==> config.mk <==
export PLATFORM = sky130hd
export DESIGN_NAME = sense_builder
export DESIGN_NICKNAME = d
export VERILOG_FILES = /design/src/rtl/sense_builder.v
export VERILOG_INCLUDE_DIRS = /design/src /design/src/inc
export SDC_FILE = /design/constraint.sdc
export NUM_CORES = 1
export LEC_CHECK = 0
export ABC_AREA = 1
export BUFFER_PORTS_ARGS = -buffer_cell sky130_fd_sc_hd__buf_2
export CORE_UTILIZATION = 44
export DETAILED_ROUTE_END_ITERATION = 16
export PLACE_DENSITY = 0.68
export SYNTH_ARGS = -nofsm -noshare
export SYNTH_HDL_FRONTEND = slang
export SYNTH_SLANG_ARGS = --single-unit
==> constraint.sdc <==
create_clock -name CLK_I -period 1.4 [get_ports CLK_I]
set_input_delay 0.28 -clock CLK_I [delete_from_list [all_inputs] [get_ports CLK_I]]
set_output_delay 0.28 -clock CLK_I [all_outputs]
set_load 0.1 [all_outputs]
==> src/inc/sense_defs.vh <==
`ifndef SENSE_DEFS_VH
`define SENSE_DEFS_VH

`define REC_LEN          6'd32
`define LAST_IDX         5'd31
`define RESP_CURRENT     7'h70
`define RESP_DEFERRED    7'h71
`define ADD_SENSE_LEN    8'h18
`define INFO_MAX         33'h0FFFFFFFF

`define KEY_NO_SENSE     4'h0
`define KEY_RECOVERED    4'h1
`define KEY_NOT_READY    4'h2
`define KEY_MEDIUM       4'h3
`define KEY_HARDWARE     4'h4
`define KEY_ILLEGAL      4'h5
`define KEY_UNIT_ATTN    4'h6
`define KEY_DATA_PROTECT 4'h7
`define KEY_ABORTED      4'hB
`define KEY_MISCOMPARE   4'hE
`define KEY_COMPLETED    4'hF

`define ASC_SMART_0B     8'h0B
`define ASC_SMART_5D     8'h5D

`define WARN_NONE        4'h0
`define WARN_TEMP        4'h1
`define WARN_SELFTEST    4'h2
`define WARN_PRESCAN     4'h3
`define WARN_MEDIASCAN   4'h4
`define WARN_OVERTEMP    4'h5
`define WARN_MILLIACT    4'h6
`define WARN_LOADCYC     4'h7
`define WARN_SPINRETRY   4'h8
`define WARN_FWRISK      4'h9
`define WARN_READ_RATE   4'hA
`define WARN_WRITE_RATE  4'hB
`define WARN_SEEK_RATE   4'hC

`define BYTE_RESP        5'd0
`define BYTE_KEY         5'd2
`define BYTE_INFO        5'd3
`define BYTE_ADDLEN      5'd7
`define BYTE_ASC         5'd12
`define BYTE_ASCQ        5'd13
`define ILI_BIT          5

`endif

==> src/rtl/sense_builder.v <==
// Summary of operation
// - Sense key sits in byte 2 bits 3..0.
// - Key 0h means nothing to report.
// - Key 1h means success after recovery; details in code and qualifier.
// - Key 2h means the logical unit cannot be accessed.
// - Key 3h means unrecoverable media or recorded data error.
// - Key 4h means unrecoverable hardware error in command or diagnostic.
// - Key 5h for bad command block leaves medium untouched.
// - Key 6h means unit attention condition entered.
// - Key Bh for aborted; 7h, Eh, Fh allowed; 8h, Ah, Ch, Dh never sent.
// - Information field is zero whenever valid is zero.
// - Valid with length bit clear carries the unsigned block address.
// - Block reassignment may report an address other than its own.
// - Values beyond four bytes clear valid rather than truncate.
// - Valid with length bit set carries two's complement byte residue.
// - Additional sense length byte is always 18h.
// - Bytes 8 to 11 are always zero.
// - Code in byte 12, qualifier in 13; all zero with no information.
// - Code 0B qualifiers 01, 03, 04, 05 for SMART warnings.
// - Code 5D qualifiers 20, 21, 50 for those warnings.
// - Code 5D qualifiers 5B, 61, 63 for those warnings.
// - Read and write error rate both use 5D/62.
// - SMART warnings may use key no sense, recovered or unit attention; with a reserved key the code sends them under aborted (Bh).
// - The record is exactly 32 bytes.
// - Byte 0 holds 70h current or 71h deferred, valid in bit 7.
// - Length bit, byte 2 bit 5, only for long read or write mismatch.
`timescale 1ns/1ps
`default_nettype none
`include "sense_defs.vh"

module sense_builder (
  input  wire        CLK_I,
  input  wire        RESET_I,
  input  wire        START_I,
  input  wire        DEFERRED_I,
  input  wire [3:0]  KEY_I,
  input  wire [3:0]  WARN_I,
  input  wire [7:0]  ASC_I,
  input  wire [7:0]  ASCQ_I,
  input  wire        INFO_VALID_I,
  input  wire [32:0] INFO_I,
  input  wire        LONG_CMD_I,
  input  wire        LEN_MISMATCH_I,
  input  wire [31:0] RESIDUE_I,
  output wire        BUSY_O,
  output reg         BYTE_VALID_O,
  output reg  [7:0]  BYTE_O,
  output reg  [4:0]  BYTE_IDX_O,
  output reg         LAST_O,
  output wire        KEY_REJECT_O
);

  localparam ST_IDLE = 2'b01;
  localparam ST_SEND = 2'b10;

  reg  [1:0]   state_q;
  reg  [1:0]   state_d;
  reg  [255:0] rec_q;
  wire [255:0] rec_d;
  reg  [4:0]   cnt_q;
  reg  [4:0]   cnt_d;
  reg  [3:0]   key_use;
  reg  [7:0]   asc_use;
  reg  [7:0]   ascq_use;
  reg          smart;
  reg          smart_key;
  reg          ili;
  reg          valid;
  reg  [31:0]  info;
  reg          bad_key;
  reg  [7:0]   resp_byte;
  reg  [7:0]   key_byte;
  reg  [7:0]   byte_sel;
  wire         take;
  wire         at_end;

  // Reserved sense key codes are refused and reported as aborted
  always @* begin
    case (KEY_I)
      4'h0:    bad_key = 1'b0;
      4'h1:    bad_key = 1'b0;
      4'h2:    bad_key = 1'b0;
      4'h3:    bad_key = 1'b0;
      4'h4:    bad_key = 1'b0;
      4'h5:    bad_key = 1'b0;
      4'h6:    bad_key = 1'b0;
      4'h7:    bad_key = 1'b0;
      4'h8:    bad_key = 1'b1;
      4'h9:    bad_key = 1'b1;
      4'hA:    bad_key = 1'b1;
      4'hB:    bad_key = 1'b0;
      4'hC:    bad_key = 1'b1;
      4'hD:    bad_key = 1'b1;
      4'hE:    bad_key = 1'b0;
      4'hF:    bad_key = 1'b0;
      default: bad_key = 1'b0;
    endcase
  end

  // Keys that may carry a warning unchanged
  always @* begin
    case (KEY_I)
      `KEY_NO_SENSE:  smart_key = 1'b1;
      `KEY_RECOVERED: smart_key = 1'b1;
      `KEY_UNIT_ATTN: smart_key = 1'b1;
      default:        smart_key = 1'b0;
    endcase
  end

  assign take         = START_I && (state_q == ST_IDLE);
  assign at_end       = (state_q == ST_SEND) && (cnt_q == `LAST_IDX);
  assign KEY_REJECT_O = take && bad_key;
  assign BUSY_O       = (state_q == ST_SEND);

  // Code and qualifier from warning selector, else direct
  always @* begin
    key_use  = bad_key ? `KEY_ABORTED : KEY_I;
    asc_use  = ASC_I;
    ascq_use = ASCQ_I;
    smart    = 1'b1;
    case (WARN_I)
      `WARN_TEMP: begin
        asc_use  = `ASC_SMART_0B;
        ascq_use = 8'h01;
      end
      `WARN_SELFTEST: begin
        asc_use  = `ASC_SMART_0B;
        ascq_use = 8'h03;
      end
      `WARN_PRESCAN: begin
        asc_use  = `ASC_SMART_0B;
        ascq_use = 8'h04;
      end
      `WARN_MEDIASCAN: begin
        asc_use  = `ASC_SMART_0B;
        ascq_use = 8'h05;
      end
      `WARN_OVERTEMP: begin
        asc_use  = `ASC_SMART_5D;
        ascq_use = 8'h20;
      end
      `WARN_MILLIACT: begin
        asc_use  = `ASC_SMART_5D;
        ascq_use = 8'h21;
      end
      `WARN_LOADCYC: begin
        asc_use  = `ASC_SMART_5D;
        ascq_use = 8'h50;
      end
      `WARN_SPINRETRY: begin
        asc_use  = `ASC_SMART_5D;
        ascq_use = 8'h5B;
      end
      `WARN_FWRISK: begin
        asc_use  = `ASC_SMART_5D;
        ascq_use = 8'h61;
      end
      `WARN_READ_RATE: begin
        asc_use  = `ASC_SMART_5D;
        ascq_use = 8'h62;
      end
      `WARN_WRITE_RATE: begin
        asc_use  = `ASC_SMART_5D;
        ascq_use = 8'h62;
      end
      `WARN_SEEK_RATE: begin
        asc_use  = `ASC_SMART_5D;
        ascq_use = 8'h63;
      end
      default: begin
        smart = 1'b0;
      end
    endcase
    // Warnings keep their pair under the no sense, recovered or attention keys
    if (smart && !bad_key && !smart_key) begin
      key_use = `KEY_NO_SENSE;
    end
  end

  // Information field and flags
  always @* begin
    ili   = LONG_CMD_I && LEN_MISMATCH_I && INFO_VALID_I;
    valid = 1'b0;
    info  = 32'h00000000;
    if (ili) begin
      valid = 1'b1;
      info  = RESIDUE_I;
    end else if (INFO_VALID_I && INFO_I <= `INFO_MAX) begin
      valid = 1'b1;
      info  = INFO_I[31:0];
    end
  end

  // Response byte carries the valid flag above the code
  always @* begin
    if (DEFERRED_I) begin
      resp_byte = {valid, `RESP_DEFERRED};
    end else begin
      resp_byte = {valid, `RESP_CURRENT};
    end
  end

  // Key byte: two zero bits, length flag, zero bit, key
  always @* begin
    key_byte = {2'b00, ili, 1'b0, key_use};
  end

  // One builder per record byte, byte n at bits 8n+7..8n
  genvar g;
  generate
    for (g = 0; g < `REC_LEN; g = g + 1) begin : g_byte
      reg [7:0] val;
      always @* begin
        if (g == `BYTE_RESP) begin
          val = resp_byte;
        end else if (g == `BYTE_KEY) begin
          val = key_byte;
        end else if (g == `BYTE_INFO) begin
          val = info[31:24];
        end else if (g == (`BYTE_INFO + 1)) begin
          val = info[23:16];
        end else if (g == (`BYTE_INFO + 2)) begin
          val = info[15:8];
        end else if (g == (`BYTE_INFO + 3)) begin
          val = info[7:0];
        end else if (g == `BYTE_ADDLEN) begin
          val = `ADD_SENSE_LEN;
        end else if (g == `BYTE_ASC) begin
          val = asc_use;
        end else if (g == `BYTE_ASCQ) begin
          val = ascq_use;
        end else begin
          val = 8'h00;
        end
      end
      assign rec_d[8*g +: 8] = val;
    end
  endgenerate

  // Byte under the counter
  always @* begin
    byte_sel = rec_q[8*cnt_q +: 8];
  end

  // Idle waits for a request, send walks all 32 bytes
  always @* begin
    state_d = state_q;
    cnt_d   = cnt_q;
    case (state_q)
      ST_IDLE: begin
        cnt_d = 5'h00;
        if (START_I) begin
          state_d = ST_SEND;
        end
      end
      ST_SEND: begin
        cnt_d = cnt_q + 5'h01;
        if (cnt_q == `LAST_IDX) begin
          state_d = ST_IDLE;
        end
      end
      default: begin
        state_d = ST_IDLE;
        cnt_d   = 5'h00;
      end
    endcase
  end

  always @(posedge CLK_I) begin
    if (RESET_I) begin
      state_q <= ST_IDLE;
      cnt_q   <= 5'h00;
    end else begin
      state_q <= state_d;
      cnt_q   <= cnt_d;
    end
  end

  // Whole record is captured at the take so inputs may move during sending
  always @(posedge CLK_I) begin
    if (RESET_I) begin
      rec_q <= 256'h0;
    end else if (take) begin
      rec_q <= rec_d;
    end
  end

  // Output stage: one byte per cycle, last flag with byte 31
  always @(posedge CLK_I) begin
    if (RESET_I) begin
      BYTE_VALID_O <= 1'b0;
      BYTE_O       <= 8'h00;
      BYTE_IDX_O   <= 5'h00;
      LAST_O       <= 1'b0;
    end else begin
      BYTE_VALID_O <= BUSY_O;
      LAST_O       <= at_end;
      if (BUSY_O) begin
        BYTE_O     <= byte_sel;
        BYTE_IDX_O <= cnt_q;
      end
    end
  end

endmodule // sense_builder
`default_nettype wire

# After elaboration in Yosys (flattened, before gate mapping)
# Memory sizes are Yosys's and may differ from the RTL's.
# Index checks and enable logic that the tools add are counted.
# op_classes
eq_ne	19
muxes	14
order_cmp	1
reduce_logical	18
addsub	1
n_bitwise	1
shift	1
# ops
cell	n
variable part select 256 x 9 -> 8 bit	1
case mux 8 bit (11 select lines)	1
2-to-1 mux 32 bit	2
less-or-equal comparator 33 x 32 -> 1 bit, second input constant	1
equality test 4 x 3 -> 1 bit, second input constant	5
equality test 4 bit, second input constant	5
case mux 8 bit (2 select lines)	1
OR reduction 12 bit	1
equality test 4 x 1 -> 1 bit, second input constant	2
equality test 4 x 2 -> 1 bit, second input constant	2
logical AND 1 bit	8
2-to-1 mux 4 bit	2
OR reduction 8 bit	1
adder 5 x 1 -> 5 bit, second input constant	1
equality test 5 bit, second input constant	1
2-to-1 mux 1 bit	5
logical NOT 4 bit	1
2-to-1 mux 2 bit	2
case mux 2 bit (2 select lines)	1
OR reduction 2 bit	2
OR reduction 4 bit	1
OR reduction 3 bit	1
equality test 2 x 1 -> 1 bit, second input constant	1
equality test 2 bit, second input constant	1
5 further kinds	6
# word_totals
memories	1
in_bits	96
romBits	16
output_inout_bits	17
elab_cells	63
register_bits	85
# mem_list
name	depth	width	read_ports	rd_ports_with_merged_regs	wr	line_no	text
(name not given)	16	1	1	0	0	sense_builder.v:79	case (KEY_I)

# Depth between registers and ports, before layout
# logic_depth
word_depth	6
mapped_depth	10
depth_no_buf	9

# Worst setup path before layout
# No wires, ideal clock.
# synth_path
path_kind	reg2out
from	register state_q[1]
to	output port KEY_REJECT_O
t_arrival_ns	1.963
path_buffers	1
required_time_ns	1.120
path_stages_with_launch	5
path_slack_ns	-0.843
cell_sequence	dfxtp_1 inv_1 nand3_2 clkbuf_1 nor2_1
# synth_between
elab_chain_cells	3
# synth_lines
element	line_no	text
from (decl)	sense_builder.v:56	reg [1:0] state_q;
from (signal assigned)	sense_builder.v:274	state_q <= state_d;
equality test 2 x 1 -> 1 bit	sense_builder.v:110	assign take = START_I && (state_q == ST_IDLE);
logical AND 1 bit	sense_builder.v:110	
logical AND 1 bit	sense_builder.v:112	assign KEY_REJECT_O = take && bad_key;
to (decl)	sense_builder.v:50	output wire KEY_REJECT_O
# No other way between the ends.

# Worst setup path after layout
# Same ends and word-level chain as after synthesis.

==> out/qor.txt <==
DIE
-----------------------------------------------------------------------------------
Initial Util                                                                  0.455
Area enclosed by the die boundary                                        9390 sq um
Die boundary width                                                          96.9 um
Placement row count                                                              34
Area of the core                                                         8720 sq um
I/O pin count                                                                   113
Vertical die dimension                                                      96.9 um

CTS
-----------------------------------------------------------------------------------
CTS tree                                                                      built
Number of buffers created by CTS                                                  9
Clock transition at the registers of the reported paths                       90 ps
H-tree Lvls                                                                       3
CTS sink count                                                                   78
Clock latency on the worst-skew pair                                         360 ps
Library cell used as clock root buffer                                 sky130_fd_sc_hd__clkbuf_8
Worst-case clock buffer depth                                                     2
Hold buffer count at cts                                                          0

CELLS AND AREA
-----------------------------------------------------------------------------------
Area of the multi-input gates                                            2050 sq um
Finished layout cell area                                                5280 sq um
Count of placed standard cells in the final layout, fillers left out            845
Sequential standard cell area                                            1570 sq um
Fillers                                                                         821
Share of post-route cells with drive strength above 1                         0.273
Final layout net count                                                          830
Diodes inserted                                                                   0
Area growth syn-to-layout                                                     33.2%

TIMING
-----------------------------------------------------------------------------------
Hold Vio Cnt, Final                                                               0
Max frequency                                                               659 MHz
Worst slew slack as a fraction of its limit                                   0.679
Clock Skew                                                                  8.64 ps
Max-slew violations                                                               0
Worst Setup Slack, final                                                    -117 ps
RSZ-0062 raised after global routing                                           true
Final worst-path cycle share                                                   1.08
Min Clock Period, post-route                                                1520 ps
Slew at the pin closest to its max-slew limit                                484 ps
Final setup violation count                                                       2

WORST SETUP PATH
-----------------------------------------------------------------------------------
Critical path required time                                                 1120 ps
Startpoint type of the worst setup path                                   flip-flop
Largest fanout on the critical path                                               2
Cells along the critical path                                          inv_2 -> nand3_4 -> buf_6 -> nor2_4 -> buf_12
R2R depth                                                                         9
Cell family with the largest share of critical-path delay              buffers and inverters
Type of the worst setup path                                             reg -> out
Reg-to-reg critical path startpoint                                      state_q[1]
Capturing element type of the critical path                            primary output
Crit-path slowest cell                                                 sky130_fd_sc_hd__dfxtp_2
R2r endpoint                                                              rec_q[29]
Buffers and inverters on the worst path                                           3
Arrival time of data at the critical path endpoint                          1240 ps
Slack of the worst reg-to-reg path                                            20 ps
Biggest cell delay along the critical path                                   320 ps

PWR
-----------------------------------------------------------------------------------
Pwr/cell area                                                           918 nW/um^2
Leakage power of the design                                              0.00243 uW
Worst vdd ir                                                               0.434 mV

LOGIC SYNTHESIS
-----------------------------------------------------------------------------------
Mean Syn Cell Area                                                       6.53 sq um
Post-synthesis instance total                                                   607
Fraction of the yosys area taken by sequential cells                          0.394
Number of register bits inferred by synthesis                                    78
Synthesized cell area                                                    3960 sq um
Yosys Warn Count                                                                  0
Library cells used by synthesis                                                  29
Post-Synthesis Net Count                                                        705

JOB
-----------------------------------------------------------------------------------
Max-capacitance violation count                                                   0

GLOBAL ROUTING
-----------------------------------------------------------------------------------
Global Route Usage Sum                                                        0.238
Vias in the first global route                                                 3910
Antenna violations before repair                                                  0
GR Overflow Total                                                                 0
Maximum number of pins on one net before global-route repair                     53
First-pass GRT wire length                                                  18.1 mm

PLACE
-----------------------------------------------------------------------------------
Final HPWL DP                                                               8.33 mm
Number of input and output port buffers inserted                                112
Post-detailed-placement cell area                                        4840 sq um
Cell count after placement                                                      821
Final weighted congestion in routability-driven placement                     0.891

DETAILED ROUTING
-----------------------------------------------------------------------------------
1st-iter DRT viols                                                              280
First-pass detailed-route iteration total                                         5
Total detailed-routing wirelength                                           11.4 mm
Routed via count                                                               4288
Post-DRT Antenna Nets                                                             0
Drt drc                                                                           0
Number of vias per cell after detailed routing                                 5.07
Routed wire length per instance                                             13.5 um

WORST HOLD PATH
-----------------------------------------------------------------------------------
Type of the most critical hold path                                       in -> reg
HP Start                                                                 INFO_I[14]
Number of cells on the worst hold path                                            3
Hold path endpoint                                                        rec_q[46]

STATUS
-----------------------------------------------------------------------------------
Violations in the final reports                                        setup timing
Run status                                                             complete, but fails checks

## placed cells by master (no fill, tap or decap), types with 3 or more instances in the layout
cell type                    count
sky130_fd_sc_hd__o21ai_1        12
sky130_fd_sc_hd__buf_2          96
sky130_fd_sc_hd__buf_6           6
sky130_fd_sc_hd__clkbuf_16       3
sky130_fd_sc_hd__nand3_1        68
sky130_fd_sc_hd__nor2_1         29
sky130_fd_sc_hd__a21oi_1        43
sky130_fd_sc_hd__clkinvlp_4      3
sky130_fd_sc_hd__buf_4          26
sky130_fd_sc_hd__dfxtp_1        73
sky130_fd_sc_hd__inv_1          61
sky130_fd_sc_hd__nand3_2         4
sky130_fd_sc_hd__buf_12         10
sky130_fd_sc_hd__nand2_2         5
sky130_fd_sc_hd__o21ai_0        46
sky130_fd_sc_hd__dfxtp_2         3
sky130_fd_sc_hd__nor2_2          6
sky130_fd_sc_hd__a31oi_1        11
sky130_fd_sc_hd__clkbuf_4        5
sky130_fd_sc_hd__clkbuf_8       10
sky130_fd_sc_hd__nand2_1       173
sky130_fd_sc_hd__o211ai_1        4
sky130_fd_sc_hd__nand4_1         6
sky130_fd_sc_hd__inv_2           6
sky130_fd_sc_hd__nor2_4          3
## kinds of logic (layout without fill, tap and decap cells)
family / after synthesis / in the layout / synth area share
compound gates: 121 / 121 / 0.161
fa+ha+maj: 2 / 2 / 0.00631
buf+inv: 102 / 232 / 0.106
flops: 78 / 78 / 0.394
simple gates: 304 / 304 / 0.333
## power by group
part	switching, uW	leakage, uW	internal, uW
logic	517	0.00171	364
registers	62.2	0.000637	2320
clock network	878	0.0000889	700
total	1460	0.00243	3390
## worst max path at each step
stage | slack [ps] | to | cells past startpoint | from
3_5_place_dp | -60 | state_q[1] | 7 | cnt_q[0]
5_1_grt | -160 | KEY_REJECT_O | 5 | state_q[1]
6_report | -120 | KEY_REJECT_O | 5 | state_q[1]
4_1_cts | -110 | KEY_REJECT_O | 5 | state_q[1]
2_1_floorplan | -390 | KEY_REJECT_O | 4 | state_q[1]
3_3_place_gp | -40 | rec_q[25] | 9 | INFO_VALID_I
## area by class of cell
class                           count  area share
Timing Repair Buffer              147       0.203
Clock inverter                      6     0.00877
Inverter                           69      0.0512
Clock buffer                       10      0.0261
Tap cell                          108      0.0256
Sequential cell                    78       0.298
Multi-Input combinational cell    427       0.388
## metal layers
metal | share of wire | global-route usage | vias up
li1 | - | - | 2219
met2 | 0.47 | 0.381 | 164
met5 | 0 | 0 | -
met3 | 0.072 | 0.0390 | 16
met4 | 0.012 | 0.0597 | 0
met1 | 0.45 | 0.333 | 1889
## metrics by stage
step	hold WS [ps]	TNS, ps	util	total power, uW	setup slack (ps)
after global routing	147	-758	0.605	5070	-163
after floorplan	412	-389	-	2900	-389
final	149	-187	0.605	4840	-117
after CTS	145	-195	0.584	4800	-112
after detailed placement	465	-107	0.555	3230	-59.7
after global placement	449	-132	0.555	3210	-35.8
## tightest hold or removal path, cell delays in order
cell	delay, ps
sky130_fd_sc_hd__buf_2	80
sky130_fd_sc_hd__a21oi_1	50
sky130_fd_sc_hd__nor2_1	70
## sequential cells by signal, summed over array words and instances, names as in the netlist
name	flops
BYTE_VALID_O	1
BYTE_IDX_O	5
BYTE_O	8
LAST_O	1
state_q	2
cnt_q	5
rec_q	56
## Yosys cell counts
cell | count | area [sq um]
sky130_fd_sc_hd__nand2_1 | 175 | 657
sky130_fd_sc_hd__dfxtp_1 | 78 | 1560
sky130_fd_sc_hd__nand3_1 | 70 | 350
sky130_fd_sc_hd__inv_1 | 63 | 236
sky130_fd_sc_hd__o21ai_0 | 47 | 235
sky130_fd_sc_hd__a21oi_1 | 44 | 220
sky130_fd_sc_hd__nor2_1 | 34 | 128
sky130_fd_sc_hd__buf_2 | 17 | 85.1
sky130_fd_sc_hd__clkbuf_1 | 12 | 45.0
sky130_fd_sc_hd__a31oi_1 | 11 | 68.8
sky130_fd_sc_hd__o21ai_1 | 11 | 55.1
sky130_fd_sc_hd__inv_2 | 6 | 22.5
sky130_fd_sc_hd__nand4_1 | 6 | 37.5
sky130_fd_sc_hd__buf_4 | 4 | 30.0
sky130_fd_sc_hd__nor2_2 | 4 | 25.0
sky130_fd_sc_hd__o211ai_1 | 4 | 30.0
sky130_fd_sc_hd__nand2_2 | 3 | 18.8
sky130_fd_sc_hd__nand3_2 | 3 | 30.0
sky130_fd_sc_hd__a211oi_1 | 2 | 15.0
sky130_fd_sc_hd__ha_1 | 2 | 25.0
sky130_fd_sc_hd__nand3b_1 | 2 | 15.0
sky130_fd_sc_hd__or2_2 | 2 | 12.5
sky130_fd_sc_hd__nor3_1 | 1 | 5.00
sky130_fd_sc_hd__nor3_2 | 1 | 10.0
sky130_fd_sc_hd__nor3_4 | 1 | 16.3
sky130_fd_sc_hd__nor3b_1 | 1 | 7.51
sky130_fd_sc_hd__o21a_1 | 1 | 7.51
sky130_fd_sc_hd__o31ai_1 | 1 | 7.51
sky130_fd_sc_hd__or2_1 | 1 | 6.26
## what timing repair did
item	4_1_cts	5_1_grt
setup endpoints to repair	9	51
setup buffers	3	2
gates cloned	0	3
pin swaps	2	2
resized for setup	14	33
Power figures use the tool's default switching activity.
